## src/inc/rcs_defines.svh

```systemverilog
/*
  Constants for the radio channel sequencer: timing, divider plan,
  operation bits and software register offsets.
  Assumes a 40 MHz system clock; frequencies are held in 100 Hz units.
*/
`ifndef RCS_DEFINES_SVH
`define RCS_DEFINES_SVH

// clock and derived cycle counts
`define RCS_CLK_HZ          40000000
`define RCS_MS_CYC          (`RCS_CLK_HZ / 1000)
`define RCS_BAUD            4800
`define RCS_BIT_CYC         (`RCS_CLK_HZ / `RCS_BAUD)
`define RCS_LOCK_STABLE_US  100
`define RCS_LOCK_STABLE_CYC ((`RCS_CLK_HZ / 1000000) * `RCS_LOCK_STABLE_US)
`define RCS_SCLK_HALF       4

// settling waits in ms
`define RCS_FIRST_MS        40
`define RCS_NEXT_MS         20
`define RCS_LOCK_MS         20
`define RCS_SWITCH_MS       5
`define RCS_PREAMBLE_MS     15

// divider plan, frequencies in 100 Hz units
`define RCS_FREF_100HZ      212500
`define RCS_FCOMP_100HZ     125
`define RCS_FOFFSET_100HZ   217000
`define RCS_FCH0_100HZ      4580000
`define RCS_REF_DIV         (`RCS_FREF_100HZ / `RCS_FCOMP_100HZ)
`define RCS_N_BASE  ((`RCS_FCH0_100HZ - `RCS_FOFFSET_100HZ) / `RCS_FCOMP_100HZ)
`define RCS_PRESCALE_LOG2   6
`define RCS_NUM_CHAN        50

// operation bits ahead of the reference value; latch target bit goes last
`define RCS_CUR_SEL         1'b0
`define RCS_LOCK_FN         1'b0
`define RCS_PHASE_POL       1'b1
`define RCS_TARGET_REF      1'b1
`define RCS_TARGET_CNT      1'b0

// register byte offsets
`define RCS_ADR_CTRL        8'h00
`define RCS_ADR_CHAN        8'h04
`define RCS_ADR_MARGIN      8'h08
`define RCS_ADR_STATUS      8'h0c
`define RCS_ADR_DIV         8'h10

// field positions
`define RCS_CTRL_PWR        0
`define RCS_CTRL_TX         1
`define RCS_CTRL_PAY        2
`define RCS_ST_READY        0
`define RCS_ST_FAIL         1
`define RCS_ST_FIRST        2
`define RCS_ST_LOCK         3
`define RCS_ST_RXD          4
`define RCS_ST_PEND         5
`define RCS_ST_STATE        8
`define RCS_DIV_P           16

// reset values
`define RCS_CHAN_RST        6'h00
`define RCS_MARGIN_RST      8'h00

`endif

```

## src/inc/rcs_pkg.sv

```systemverilog
/*
  Types for the radio channel sequencer.
  Assumes rcs_defines.svh for all numeric constants.
*/
`default_nettype none

package rcs_pkg;

  // serial synthesizer load lines
  typedef struct packed {
    logic sclk;
    logic sdata;
    logic latch_strobe;
  } rcs_serial_t;

  // divider split of one channel
  typedef struct packed {
    logic [10:0] p;
    logic [6:0]  s;
  } rcs_div_t;

  typedef enum logic [1:0] {
    L_IDLE, L_LOW, L_HIGH, L_STROBE
  } rcs_ld_state_t;

  typedef enum logic [3:0] {
    M_INIT, M_OFF, M_LOAD_REF, M_LOAD_CNT, M_SETTLE, M_RX_READY,
    M_FAIL, M_TX_SETTLE, M_PREAMBLE, M_TX_DATA, M_RX_SETTLE
  } rcs_state_t;

endpackage

`default_nettype wire

```

## src/rcs_sequencer.sv

```systemverilog
/*
  Radio channel sequencer: host-side controller for a narrow-band
  transceiver module with an internal synthesizer. Software drives it
  over a classic Wishbone slave; it drives supply, select lines,
  serial load lines and the transmit data pin, and samples lock and
  receive data pins through two-flop synchronisers.
  Assumes one 40 MHz clock and a synchronous active-high reset.
*/
// Behaviour
// - after reset, supply and both selects inactive, then supply on.
// - after first load following power-up, wait 40 ms before radio data.
// - later channel changes wait 20 ms after the load before data.
// - channel loads happen only in receive, never with transmit active.
// - receive on an unchanged channel needs no load; data within 5 ms.
// - transmit channel loaded in receive; send data 5 ms after switching.
// - 20 ms after each channel change, check lock detect is high.
// - lock detect may glitch early; only a stable high counts.
// - one-zero preamble for 15 ms right after entering transmit; the code starts it 5 ms after switching.
// - configurable extra receive margin for late data when cold.
// - synthesizer target is channel frequency minus 21.7 MHz offset.
// - reference counter loaded with 1700 for 12.5 kHz comparison.
// - 12.5 kHz channel step adds one to division number; 50 channels.
// - programmable counter is division number divided by 64.
// - swallow counter is division number modulo 64, wraps into P.
// - synthesizer takes one data bit per rising serial clock edge.
// - latch strobe moves 19-bit word to latch picked by last bit.
// - reference word prefixed with current 0, lock output 0, polarity 1.
`include "rcs_defines.svh"
`default_nettype none

module rcs_sequencer
  import rcs_pkg::*;
#(
  parameter int       CYC_PER_MS  = `RCS_MS_CYC,
  parameter int       BIT_CYC     = `RCS_BIT_CYC,
  parameter int       LOCK_CYC    = `RCS_LOCK_STABLE_CYC,
  parameter int       NUM_CHAN    = `RCS_NUM_CHAN,
  parameter bit [8:0] FIRST_MS    = 9'(`RCS_FIRST_MS),
  parameter bit [8:0] NEXT_MS     = 9'(`RCS_NEXT_MS),
  parameter bit [8:0] LOCK_MS     = 9'(`RCS_LOCK_MS),
  parameter bit [8:0] SWITCH_MS   = 9'(`RCS_SWITCH_MS),
  parameter bit [8:0] PREAMBLE_MS = 9'(`RCS_PREAMBLE_MS)
) (
  // clock and reset
  input  wire logic        clk_i,
  input  wire logic        rst_i,
  // wishbone slave
  input  wire logic        cyc_i,
  input  wire logic        stb_i,
  input  wire logic        we_i,
  input  wire logic [7:0]  adr_i,
  input  wire logic [3:0]  sel_i,
  input  wire logic [31:0] dat_i,
  output logic [31:0]      dat_o,
  output logic             ack_o,
  // module power and selects, selects low active on the pin
  output logic             supply_en_o,
  output logic             receive_select_n_o,
  output logic             transmit_select_n_o,
  // synthesizer serial lines
  output rcs_serial_t      pll_o,
  // radio data and lock pins
  output logic             tx_bit_in_o,
  input  wire logic        rx_data_i,
  input  wire logic        lock_flag_out_i
);

  typedef struct packed {
    rcs_state_t  st;
    logic        lk1, lk2, rd1, rd2;
    logic [15:0] lock_run;
    logic        supply_en, rx_sel_n, tx_sel_n, tx_bit;
    logic        pwr, tx_req, payload;
    logic [5:0]  chan;
    logic [7:0]  margin;
    logic        pend, ready, fail, first_done;
    logic [8:0]  ms;
    logic [15:0] bitdiv;
    logic        tclr, ld_start;
    logic [18:0] ld_word;
    logic        ack;
    logic [31:0] dat;
  } rcs_seq_t;

  rcs_seq_t r, next_r;
  logic     tick_raw, tick, ld_busy, ld_done, lock_ok, wr, rd_hit;
  rcs_div_t cur_div;

  // division number split into programmable and swallow parts
  function automatic rcs_div_t div_split(input logic [5:0] ch);
    logic [15:0] n;
    rcs_div_t    d;
    n   = 16'(`RCS_N_BASE) + {10'h000, ch};
    d.p = {1'b0, n[15:`RCS_PRESCALE_LOG2]};
    d.s = {1'b0, n[`RCS_PRESCALE_LOG2-1:0]}; // wraps into p
    return d;
  endfunction

  // settling time in ms, with the cold margin on receive
  function automatic logic [8:0] settle_ms(input logic first,
                                           input logic [7:0] mg);
    return (first ? FIRST_MS : NEXT_MS) + {1'b0, mg};
  endfunction

  assign cur_div = div_split(r.chan);
  assign lock_ok = (r.lock_run >= 16'(LOCK_CYC));
  assign wr      = cyc_i && stb_i && we_i && !r.ack;
  assign rd_hit  = cyc_i && stb_i && !we_i && !r.ack;
  // a tick in flight as a wait starts would cut that wait by one ms
  assign tick    = tick_raw && !r.tclr;

  rcs_ms_timer #(
    .CYC_PER_MS (CYC_PER_MS)
  ) u_timer (
    .clk_i   (clk_i),
    .rst_i   (rst_i),
    .clear_i (r.tclr),
    .tick_o  (tick_raw)
  );

  rcs_serial_loader u_loader (
    .clk_i   (clk_i),
    .rst_i   (rst_i),
    .start_i (r.ld_start),
    .word_i  (r.ld_word),
    .busy_o  (ld_busy),
    .done_o  (ld_done),
    .ser_o   (pll_o)
  );

  // sequencer, register file and pin synchronisers
  always_comb begin
    next_r          = r;
    next_r.tclr     = 1'b0;
    next_r.ld_start = 1'b0;
    next_r.ack      = 1'b0;
    // two-flop synchronisers, second stage feeds logic
    next_r.lk1 = lock_flag_out_i;
    next_r.lk2 = r.lk1;
    next_r.rd1 = rx_data_i;
    next_r.rd2 = r.rd1;
    // any low resets the run, so early glitches never pass
    if (!r.lk2) begin
      next_r.lock_run = 16'h0000;
    end else if (!lock_ok) begin
      next_r.lock_run = r.lock_run + 16'h0001;
    end
    if (tick) begin
      next_r.ms = r.ms + 9'h001; // own clock counts every wait
    end

    case (r.st)
      M_INIT: begin
        // pins parked inactive before power is allowed
        next_r.supply_en = 1'b0;
        next_r.rx_sel_n  = 1'b1;
        next_r.tx_sel_n  = 1'b1;
        next_r.st        = M_OFF;
      end
      M_OFF: begin
        if (r.pwr) begin
          next_r.supply_en = 1'b1;
          next_r.rx_sel_n  = 1'b0;
          next_r.first_done = 1'b0;
          next_r.pend      = 1'b0;
          next_r.st        = M_RX_READY;
          next_r.ld_start  = 1'b0;
          next_r.pend      = 1'b1; // first load follows power-up
        end
      end
      M_LOAD_REF: begin
        if (ld_done) begin
          next_r.ld_word  = {cur_div.p, cur_div.s, `RCS_TARGET_CNT};
          next_r.ld_start = 1'b1;
          next_r.st       = M_LOAD_CNT;
        end
      end
      M_LOAD_CNT: begin
        if (ld_done) begin
          next_r.ms   = 9'h000;
          next_r.tclr = 1'b1;
          next_r.st   = M_SETTLE;
        end
      end
      M_SETTLE: begin
        if (tick) begin
          if (r.ms + 9'h001 == LOCK_MS && !lock_ok) begin
            next_r.fail = 1'b1;
            next_r.st   = M_FAIL;
          end else if (r.ms + 9'h001 >=
                       settle_ms(!r.first_done, r.margin)) begin
            next_r.ready      = 1'b1;
            next_r.first_done = 1'b1;
            next_r.st         = M_RX_READY;
          end
        end
      end
      M_RX_READY, M_FAIL: begin
        if (r.pend && !ld_busy) begin
          // load only in receive, transmit held off
          next_r.pend     = 1'b0;
          next_r.ready    = 1'b0;
          next_r.fail     = 1'b0;
          next_r.ld_word  = {1'b0, `RCS_CUR_SEL, `RCS_LOCK_FN,
                             `RCS_PHASE_POL, 14'(`RCS_REF_DIV),
                             `RCS_TARGET_REF};
          next_r.ld_start = 1'b1;
          next_r.st       = M_LOAD_REF;
        end else if (r.st == M_RX_READY && r.tx_req && !r.fail) begin
          next_r.rx_sel_n = 1'b1;
          next_r.tx_sel_n = 1'b0;
          next_r.ready    = 1'b0;
          next_r.ms       = 9'h000;
          next_r.tclr     = 1'b1;
          next_r.st       = M_TX_SETTLE;
        end
      end
      M_TX_SETTLE: begin
        if (tick && r.ms + 9'h001 >= SWITCH_MS) begin
          next_r.ms     = 9'h000;
          next_r.tclr   = 1'b1;
          next_r.bitdiv = 16'h0000;
          next_r.tx_bit = 1'b1; // preamble starts on a one
          next_r.st     = M_PREAMBLE;
        end
      end
      M_PREAMBLE: begin
        if (r.bitdiv == 16'(BIT_CYC - 1)) begin
          next_r.bitdiv = 16'h0000;
          next_r.tx_bit = !r.tx_bit;
        end else begin
          next_r.bitdiv = r.bitdiv + 16'h0001;
        end
        if (tick && r.ms + 9'h001 >= PREAMBLE_MS) begin
          next_r.ready = 1'b1;
          next_r.st    = M_TX_DATA;
        end
      end
      M_TX_DATA: begin
        next_r.tx_bit = r.payload;
      end
      M_RX_SETTLE: begin
        // unchanged channel, no load needed
        if (tick && r.ms + 9'h001 >= SWITCH_MS + {1'b0, r.margin}) begin
          next_r.ready = 1'b1;
          next_r.st    = M_RX_READY;
        end
      end
      default: next_r.st = M_INIT;
    endcase

    // leave transmit before a channel change or on request
    if ((r.st == M_TX_SETTLE || r.st == M_PREAMBLE ||
         r.st == M_TX_DATA) && (!r.tx_req || r.pend)) begin
      next_r.tx_sel_n = 1'b1;
      next_r.rx_sel_n = 1'b0;
      next_r.tx_bit   = 1'b0;
      next_r.ready    = 1'b0;
      next_r.ms       = 9'h000;
      next_r.tclr     = 1'b1;
      next_r.st       = M_RX_SETTLE;
    end

    // power removal parks supply, both selects and the transmit data pin
    if (!r.pwr && r.st != M_INIT && r.st != M_OFF) begin
      next_r.supply_en = 1'b0;
      next_r.rx_sel_n  = 1'b1;
      next_r.tx_sel_n  = 1'b1;
      next_r.tx_bit    = 1'b0;
      next_r.ready     = 1'b0;
      next_r.st        = M_OFF;
    end

    // register writes take effect on the acknowledged edge
    if (wr && sel_i[0]) begin
      case (adr_i)
        `RCS_ADR_CTRL: begin
          next_r.pwr     = dat_i[`RCS_CTRL_PWR];
          next_r.tx_req  = dat_i[`RCS_CTRL_TX];
          next_r.payload = dat_i[`RCS_CTRL_PAY];
        end
        `RCS_ADR_CHAN: begin
          // out-of-plan channels ignored
          if (dat_i[7:0] < 8'(NUM_CHAN)) begin
            next_r.chan = dat_i[5:0];
            next_r.pend = 1'b1; // set wins over the sequencer's clear
          end
        end
        `RCS_ADR_MARGIN: next_r.margin = dat_i[7:0];
        default: ;
      endcase
    end

    // single-cycle acknowledge, unmapped reads give zero
    if (wr || rd_hit) begin
      next_r.ack = 1'b1;
      next_r.dat = 32'h00000000;
      if (!we_i) begin
        case (adr_i)
          `RCS_ADR_CTRL: begin
            next_r.dat[`RCS_CTRL_PWR] = r.pwr;
            next_r.dat[`RCS_CTRL_TX]  = r.tx_req;
            next_r.dat[`RCS_CTRL_PAY] = r.payload;
          end
          `RCS_ADR_CHAN:   next_r.dat[5:0] = r.chan;
          `RCS_ADR_MARGIN: next_r.dat[7:0] = r.margin;
          `RCS_ADR_STATUS: begin
            next_r.dat[`RCS_ST_READY] = r.ready;
            next_r.dat[`RCS_ST_FAIL]  = r.fail;
            next_r.dat[`RCS_ST_FIRST] = r.first_done;
            next_r.dat[`RCS_ST_LOCK]  = r.lk2;
            next_r.dat[`RCS_ST_RXD]   = r.rd2;
            next_r.dat[`RCS_ST_PEND]  = r.pend;
            next_r.dat[`RCS_ST_STATE +: 4] = r.st;
          end
          `RCS_ADR_DIV: begin
            next_r.dat[6:0] = cur_div.s;
            next_r.dat[`RCS_DIV_P +: 11] = cur_div.p;
          end
          default: ;
        endcase
      end
    end
  end

  // state register, reset parks all pins inactive
  always_ff @(posedge clk_i) begin
    if (rst_i) begin
      r          <= '0;
      r.st       <= M_INIT;
      r.rx_sel_n <= 1'b1;
      r.tx_sel_n <= 1'b1;
      r.chan     <= `RCS_CHAN_RST;
      r.margin   <= `RCS_MARGIN_RST;
    end else begin
      r <= next_r;
    end
  end

  assign dat_o               = r.dat;
  assign ack_o               = r.ack;
  assign supply_en_o         = r.supply_en;
  assign receive_select_n_o  = r.rx_sel_n;
  assign transmit_select_n_o = r.tx_sel_n;
  assign tx_bit_in_o         = r.tx_bit;

endmodule

`default_nettype wire

```

## src/rcs_ms_timer.sv

```systemverilog
/*
  Millisecond tick divider for the sequencer's settling waits.
  Assumes one clock; clear_i restarts the count so the first tick
  lands exactly one ms later.
*/
`include "rcs_defines.svh"
`default_nettype none

module rcs_ms_timer
  import rcs_pkg::*;
#(
  parameter int CYC_PER_MS = `RCS_MS_CYC
) (
  // clock and reset
  input  wire logic clk_i,
  input  wire logic rst_i,
  // control and tick
  input  wire logic clear_i,
  output logic      tick_o
);

  typedef struct packed {
    logic [23:0] cnt;
    logic        tick;
  } rcs_tmr_t;

  rcs_tmr_t r, next_r;

  // count cycles, one pulse per ms
  always_comb begin
    next_r      = r;
    next_r.tick = 1'b0;
    if (clear_i) begin
      next_r.cnt = 24'h000000;
    end else if (r.cnt == 24'(CYC_PER_MS - 1)) begin
      next_r.cnt  = 24'h000000;
      next_r.tick = 1'b1;
    end else begin
      next_r.cnt = r.cnt + 24'h000001;
    end
  end

  always_ff @(posedge clk_i) begin
    if (rst_i) begin
      r <= '0;
    end else begin
      r <= next_r;
    end
  end

  assign tick_o = r.tick;

endmodule

`default_nettype wire

```

## src/rcs_serial_loader.sv

```systemverilog
/*
  Serial loader: shifts one 19-bit word out MSB first, one bit per
  rising serial clock edge, then pulses the latch strobe.
  Assumes start_i only while busy_o is low.
*/
`include "rcs_defines.svh"
`default_nettype none

module rcs_serial_loader
  import rcs_pkg::*;
#(
  parameter int HALF_CYC = `RCS_SCLK_HALF
) (
  // clock and reset
  input  wire logic        clk_i,
  input  wire logic        rst_i,
  // word request
  input  wire logic        start_i,
  input  wire logic [18:0] word_i,
  output logic             busy_o,
  output logic             done_o,
  // synthesizer lines
  output rcs_serial_t      ser_o
);

  typedef struct packed {
    rcs_ld_state_t st;
    logic [4:0]    bitn;
    logic [7:0]    div;
    logic [18:0]   sh;
    rcs_serial_t   ser;
    logic          done;
  } rcs_ld_t;

  rcs_ld_t r, next_r;
  logic    half_end;

  assign half_end = (r.div == 8'(HALF_CYC - 1));

  // bit sequencer, data set up a half period before each edge
  always_comb begin
    next_r      = r;
    next_r.done = 1'b0;
    next_r.div  = half_end ? 8'h00 : r.div + 8'h01;
    case (r.st)
      L_IDLE: begin
        next_r.div = 8'h00;
        if (start_i) begin
          next_r.sh        = word_i;
          next_r.ser.sdata = word_i[18];
          next_r.bitn      = 5'h00;
          next_r.st        = L_LOW;
        end
      end
      L_LOW: begin
        if (half_end) begin
          next_r.ser.sclk = 1'b1; // bit taken here
          next_r.st       = L_HIGH;
        end
      end
      L_HIGH: begin
        if (half_end) begin
          next_r.ser.sclk = 1'b0;
          if (r.bitn == 5'd18) begin
            next_r.ser.latch_strobe = 1'b1; // move 19 bits
            next_r.st               = L_STROBE;
          end else begin
            next_r.bitn      = r.bitn + 5'h01;
            next_r.sh        = {r.sh[17:0], 1'b0};
            next_r.ser.sdata = r.sh[17];
            next_r.st        = L_LOW;
          end
        end
      end
      L_STROBE: begin
        if (half_end) begin
          next_r.ser = '0;
          next_r.done = 1'b1;
          next_r.st   = L_IDLE;
        end
      end
      default: next_r = '0;
    endcase
  end

  always_ff @(posedge clk_i) begin
    if (rst_i) begin
      r <= '0;
    end else begin
      r <= next_r;
    end
  end

  assign busy_o = (r.st != L_IDLE);
  assign done_o = r.done;
  assign ser_o  = r.ser;

endmodule

`default_nettype wire

```

## config.mk

```make
export PLATFORM = sky130hd
export DESIGN_NAME = rcs_sequencer
export DESIGN_NICKNAME = d
export VERILOG_FILES = /design/src/inc/rcs_pkg.sv /design/src/rcs_sequencer.sv /design/src/rcs_ms_timer.sv /design/src/rcs_serial_loader.sv
export VERILOG_INCLUDE_DIRS = /design/src /design/src/inc
export SDC_FILE = /design/constraint.sdc
export NUM_CORES = 1
export LEC_CHECK = 0
export ABC_AREA = 1
export BUFFER_PORTS_ARGS = -buffer_cell sky130_fd_sc_hd__buf_4
export CORE_MARGIN = 1
export CORE_UTILIZATION = 30
export CTS_BUF_LIST = sky130_fd_sc_hd__clkbuf_4 sky130_fd_sc_hd__clkbuf_8 sky130_fd_sc_hd__clkbuf_16
export DETAILED_ROUTE_END_ITERATION = 12
export GPL_ROUTABILITY_DRIVEN = 0
export SYNTH_ARGS = -nofsm -noshare
export SYNTH_HDL_FRONTEND = slang
export SYNTH_SLANG_ARGS = --single-unit
```

## constraint.sdc

```tcl
create_clock -name clk_i -period 3.4 [get_ports clk_i]
set_clock_uncertainty 0.05 [all_clocks]
set_input_delay 0.17 -clock clk_i [delete_from_list [all_inputs] [get_ports clk_i]]
set_output_delay 0.17 -clock clk_i [all_outputs]
set_load 0.005 [all_outputs]
```

==> summary.txt <==
Final layout
  – Diode count: 0
  – Fin nets: 1382
  – Cell area after layout: 0.0101 mm²
  – Layout cell share with drive strength beyond 1: 11.9%
  – Finished Layout Cells: 1690
  – Layout Area Growth over Synthesis: 13.8%

Run status
  – Outcome: completed

Floorplan
  – Core area: 0.0289 mm²
  – Die W: 174 µm
  – Initial Util: 30.8%
  – Die ar.: 0.0304 mm²
  – Row count: 62
  – # IOs: 91
  – Die Y: 174 µm

Worst setup path
  – FF-to-FF Start: r[85]$_SDFFE_PP0P_
  – Critical path arrival: 3.36 ns
  – CP required: 3.69 ns
  – CP endpoint kind: flop
  – RR Endpoint: r[81]$_SDFFE_PP0P_
  – Reg-to-reg slack, setup: 0.33 ns
  – Critical path type: flop to flop
  – CP max FO: 5
  – Worst R2R Path Depth: 19
  – Worst setup SP type: flop

Clock tree
  – Clock slew at reported path FFs: 0.07 ns
  – Worst-Skew Late Latency: 0.44 ns
  – Root buffer cell: clkbuf_16
  – Max Root-Sink Buffers: 2
  – Sink Count: 164
  – Num CTS Buffers: 17
  – CTS tree: built
  – Post-CTS setup buffer count: 0
  – Htree depth: 4

Route
  – Average wire per cell in the routed design: 12.4 µm
  – Via count: 7845
  – Residual DRC: 0
  – Final ANT Viol Nets: 0
  – DRT iter0 DRCs: 619
  – Via density: 4.64
  – Drt total wl: 21000 µm
  – Iteration count of the initial detailed-routing pass: 5

Synth
  – Mapped Cells: 1260
  – Yosys warnings: 0
  – Post-synthesis sequential area ratio: 36.9%
  – Post-synth ARST share: 0%
  – Synthesized area per cell: 7.06 µm²
  – Top-count cell post-synth: nand2_1
  – Synth top area cells: dfxtp_1 37%, nand2_1 9.4%, inv_1 7.3%, nor2_1 6.0%, a21oi_1 5.7%
  – Main synth FF type: dfxtp_1
  – Area share of the largest cell type after synthesis: 36.9%
  – Number of synthesized register bits: 164
  – Post-synth design cell area: 0.00890 mm²
  – Most frequent cells after synthesis: 222 x nand2_1, 174 x inv_1, 164 x dfxtp_1
  – Number of library cell types mapped by synthesis: 56
  – EDFF count, synth: 0
  – Top cell type by total area after synthesis: dfxtp_1

Timing
  – Setup violators final: 0
  – Max-slew violations: 0
  – Setup TNS: 0 ns
  – Worst-Margin Slew: 0.732 ns
  – Final worst path period need: 3.07 ns
  – Slew Limit Headroom: 51.1%
  – Fmax: 0.326 GHz
  – Unrepaired setup endpoints after global routing: false
  – Final hold vios: 0
  – Crit share post-route: 90.3%

Hold path
  – Worst hold path class: input pin to flop
  – Worst Hold Launch: dat_i[0]
  – Cell depth of the worst min-delay path: 3
  – Hold EP: r[99]$_SDFFE_PP0P_

Placement
  – Dpl hpwl: 15400 µm
  – DP Area: 0.00945 mm²
  – # placed instances: 1652
  – Buffers on Ports: 47

Global route
  – Initial antenna violation count: 0
  – Gr ovfl total: 0
  – First-pass GRT wire length: 35000 µm
  – Number of global-route vias before repair: 7208
  – Total track usage: 14.1%
  – Largest net degree at the start of global routing: 51

Job
  – Max_cap viols: 0

Pwr
  – Pwr dens: 509 mW/mm²
  – LEAKAGE: 4.12 nW
  – Maximum VDD drop: 0.397 mV
state kept, by name, summed over array words and instances (netlist names), 2 cells and up:
name            cells
u_timer.r          24
r                  80
u_loader.ser_o      3
dat_o              15
next_r              2
u_loader.r         33
worst max path at each step:
stage | start | to | depth (start not counted)
2_1_floorplan | r[79]$_SDFFE_PP0P_ | r[81]$_SDFFE_PP0P_ | 19
3_3_place_gp | r[79]$_SDFFE_PP0P_ | r[81]$_SDFFE_PP0P_ | 19
3_5_place_dp | r[79]$_SDFFE_PP0P_ | r[125]$_SDFFE_PP0P_ | 21
4_1_cts | r[79]$_SDFFE_PP0P_ | r[81]$_SDFFE_PP0P_ | 19
5_1_grt | r[85]$_SDFFE_PP0P_ | r[81]$_SDFFE_PP0P_ | 19
6_report | r[85]$_SDFFE_PP0P_ | r[81]$_SDFFE_PP0P_ | 19
layer usage:
metal	vias up	part of all wire, %	GRT usage [%]
met5	-	0	0
met3	31	4.6	2.93
li1	4143	-	-
met4	0	2.0	5.48
met1	3498	51	19.3
met2	173	43	21.4
cell families after synthesis:
kind of cell / synth area share (%)
other: 0.0421
buffers and inverters: 12.2
AOI/OAI and AO/OA: 15.9
DFF: 36.9
adders and majority gates: 5.43
xor gates and xnor gates: 1.57
and+or+nand+nor: 27.9
where the power goes:
part	leakage, nW	switching [mW]	internal (mW)
registers	1.33	0.117	2.09
clock network	0.298	0.904	1.12
logic	2.49	0.617	0.313
total	4.12	1.64	3.52
worst max-delay path, stage by stage, from the launching register on:
cell and delay, ns:
dfxtp_1 0.40, ha_1 0.20, inv_1 0.06, fa_1 0.41, o21ai_1 0.22, nand2_1 0.08
nor2_1 0.09, inv_1 0.05, ha_1 0.29, nand2_1 0.09, nor2_1 0.15, nand4_1 0.09
nand3_1 0.11, o21ai_0 0.12, nand3_1 0.10, nand3_1 0.06, nor3_1 0.21, nand2_1 0.08
nand2_1 0.06, nor2_1 0.04
per-stage QoR:
step	power (mW)	hold slack, ns	setup slack [ns]	util, %
after CTS	5.20	0.00730	0.272	35.0
after global routing	5.44	0.0331	0.0252	35.0
after detailed placement	3.16	0.340	0.307	32.7
after global placement	3.15	0.334	0.359	32.7
after floorplan	2.93	0.227	0.609	-
final	5.16	0.0200	0.328	35.0
layout by cell type (no fill, tap or decap), types with 7 or more instances in the layout:
| cell | count |
|---|---|
| ha_1 | 37 |
| clkbuf_16 | 17 |
| a21oi_1 | 101 |
| nor2_2 | 16 |
| nor3_1 | 25 |
| conb_1 | 16 |
| nand2_1 | 222 |
| nand3_1 | 65 |
| dfxtp_1 | 163 |
| nor2_1 | 143 |
| nand4_1 | 24 |
| buf_4 | 51 |
| nor2_4 | 7 |
| inv_1 | 174 |
| xor2_1 | 13 |
| inv_2 | 12 |
| a31oi_1 | 20 |
| nand2_2 | 12 |
| o21ai_0 | 81 |
cell type report:
cell class | instances | area (µm²)
tap | 384 | 480
timing repair buffer | 57 | 443
inverter | 191 | 724
fill | 3040 | 18800
sequential | 164 | 3280
clock inverter | 15 | 188
clock buffer | 17 | 425
multi-input combinational | 862 | 4580
what timing repair did:
action	in CTS	in global routing
resized for setup	0	2
hold buffers	6	0
endpoints found under the setup margin	0	4
hold endpoints to repair	8	0
Note: power is estimated with default switching activity, not from simulation.
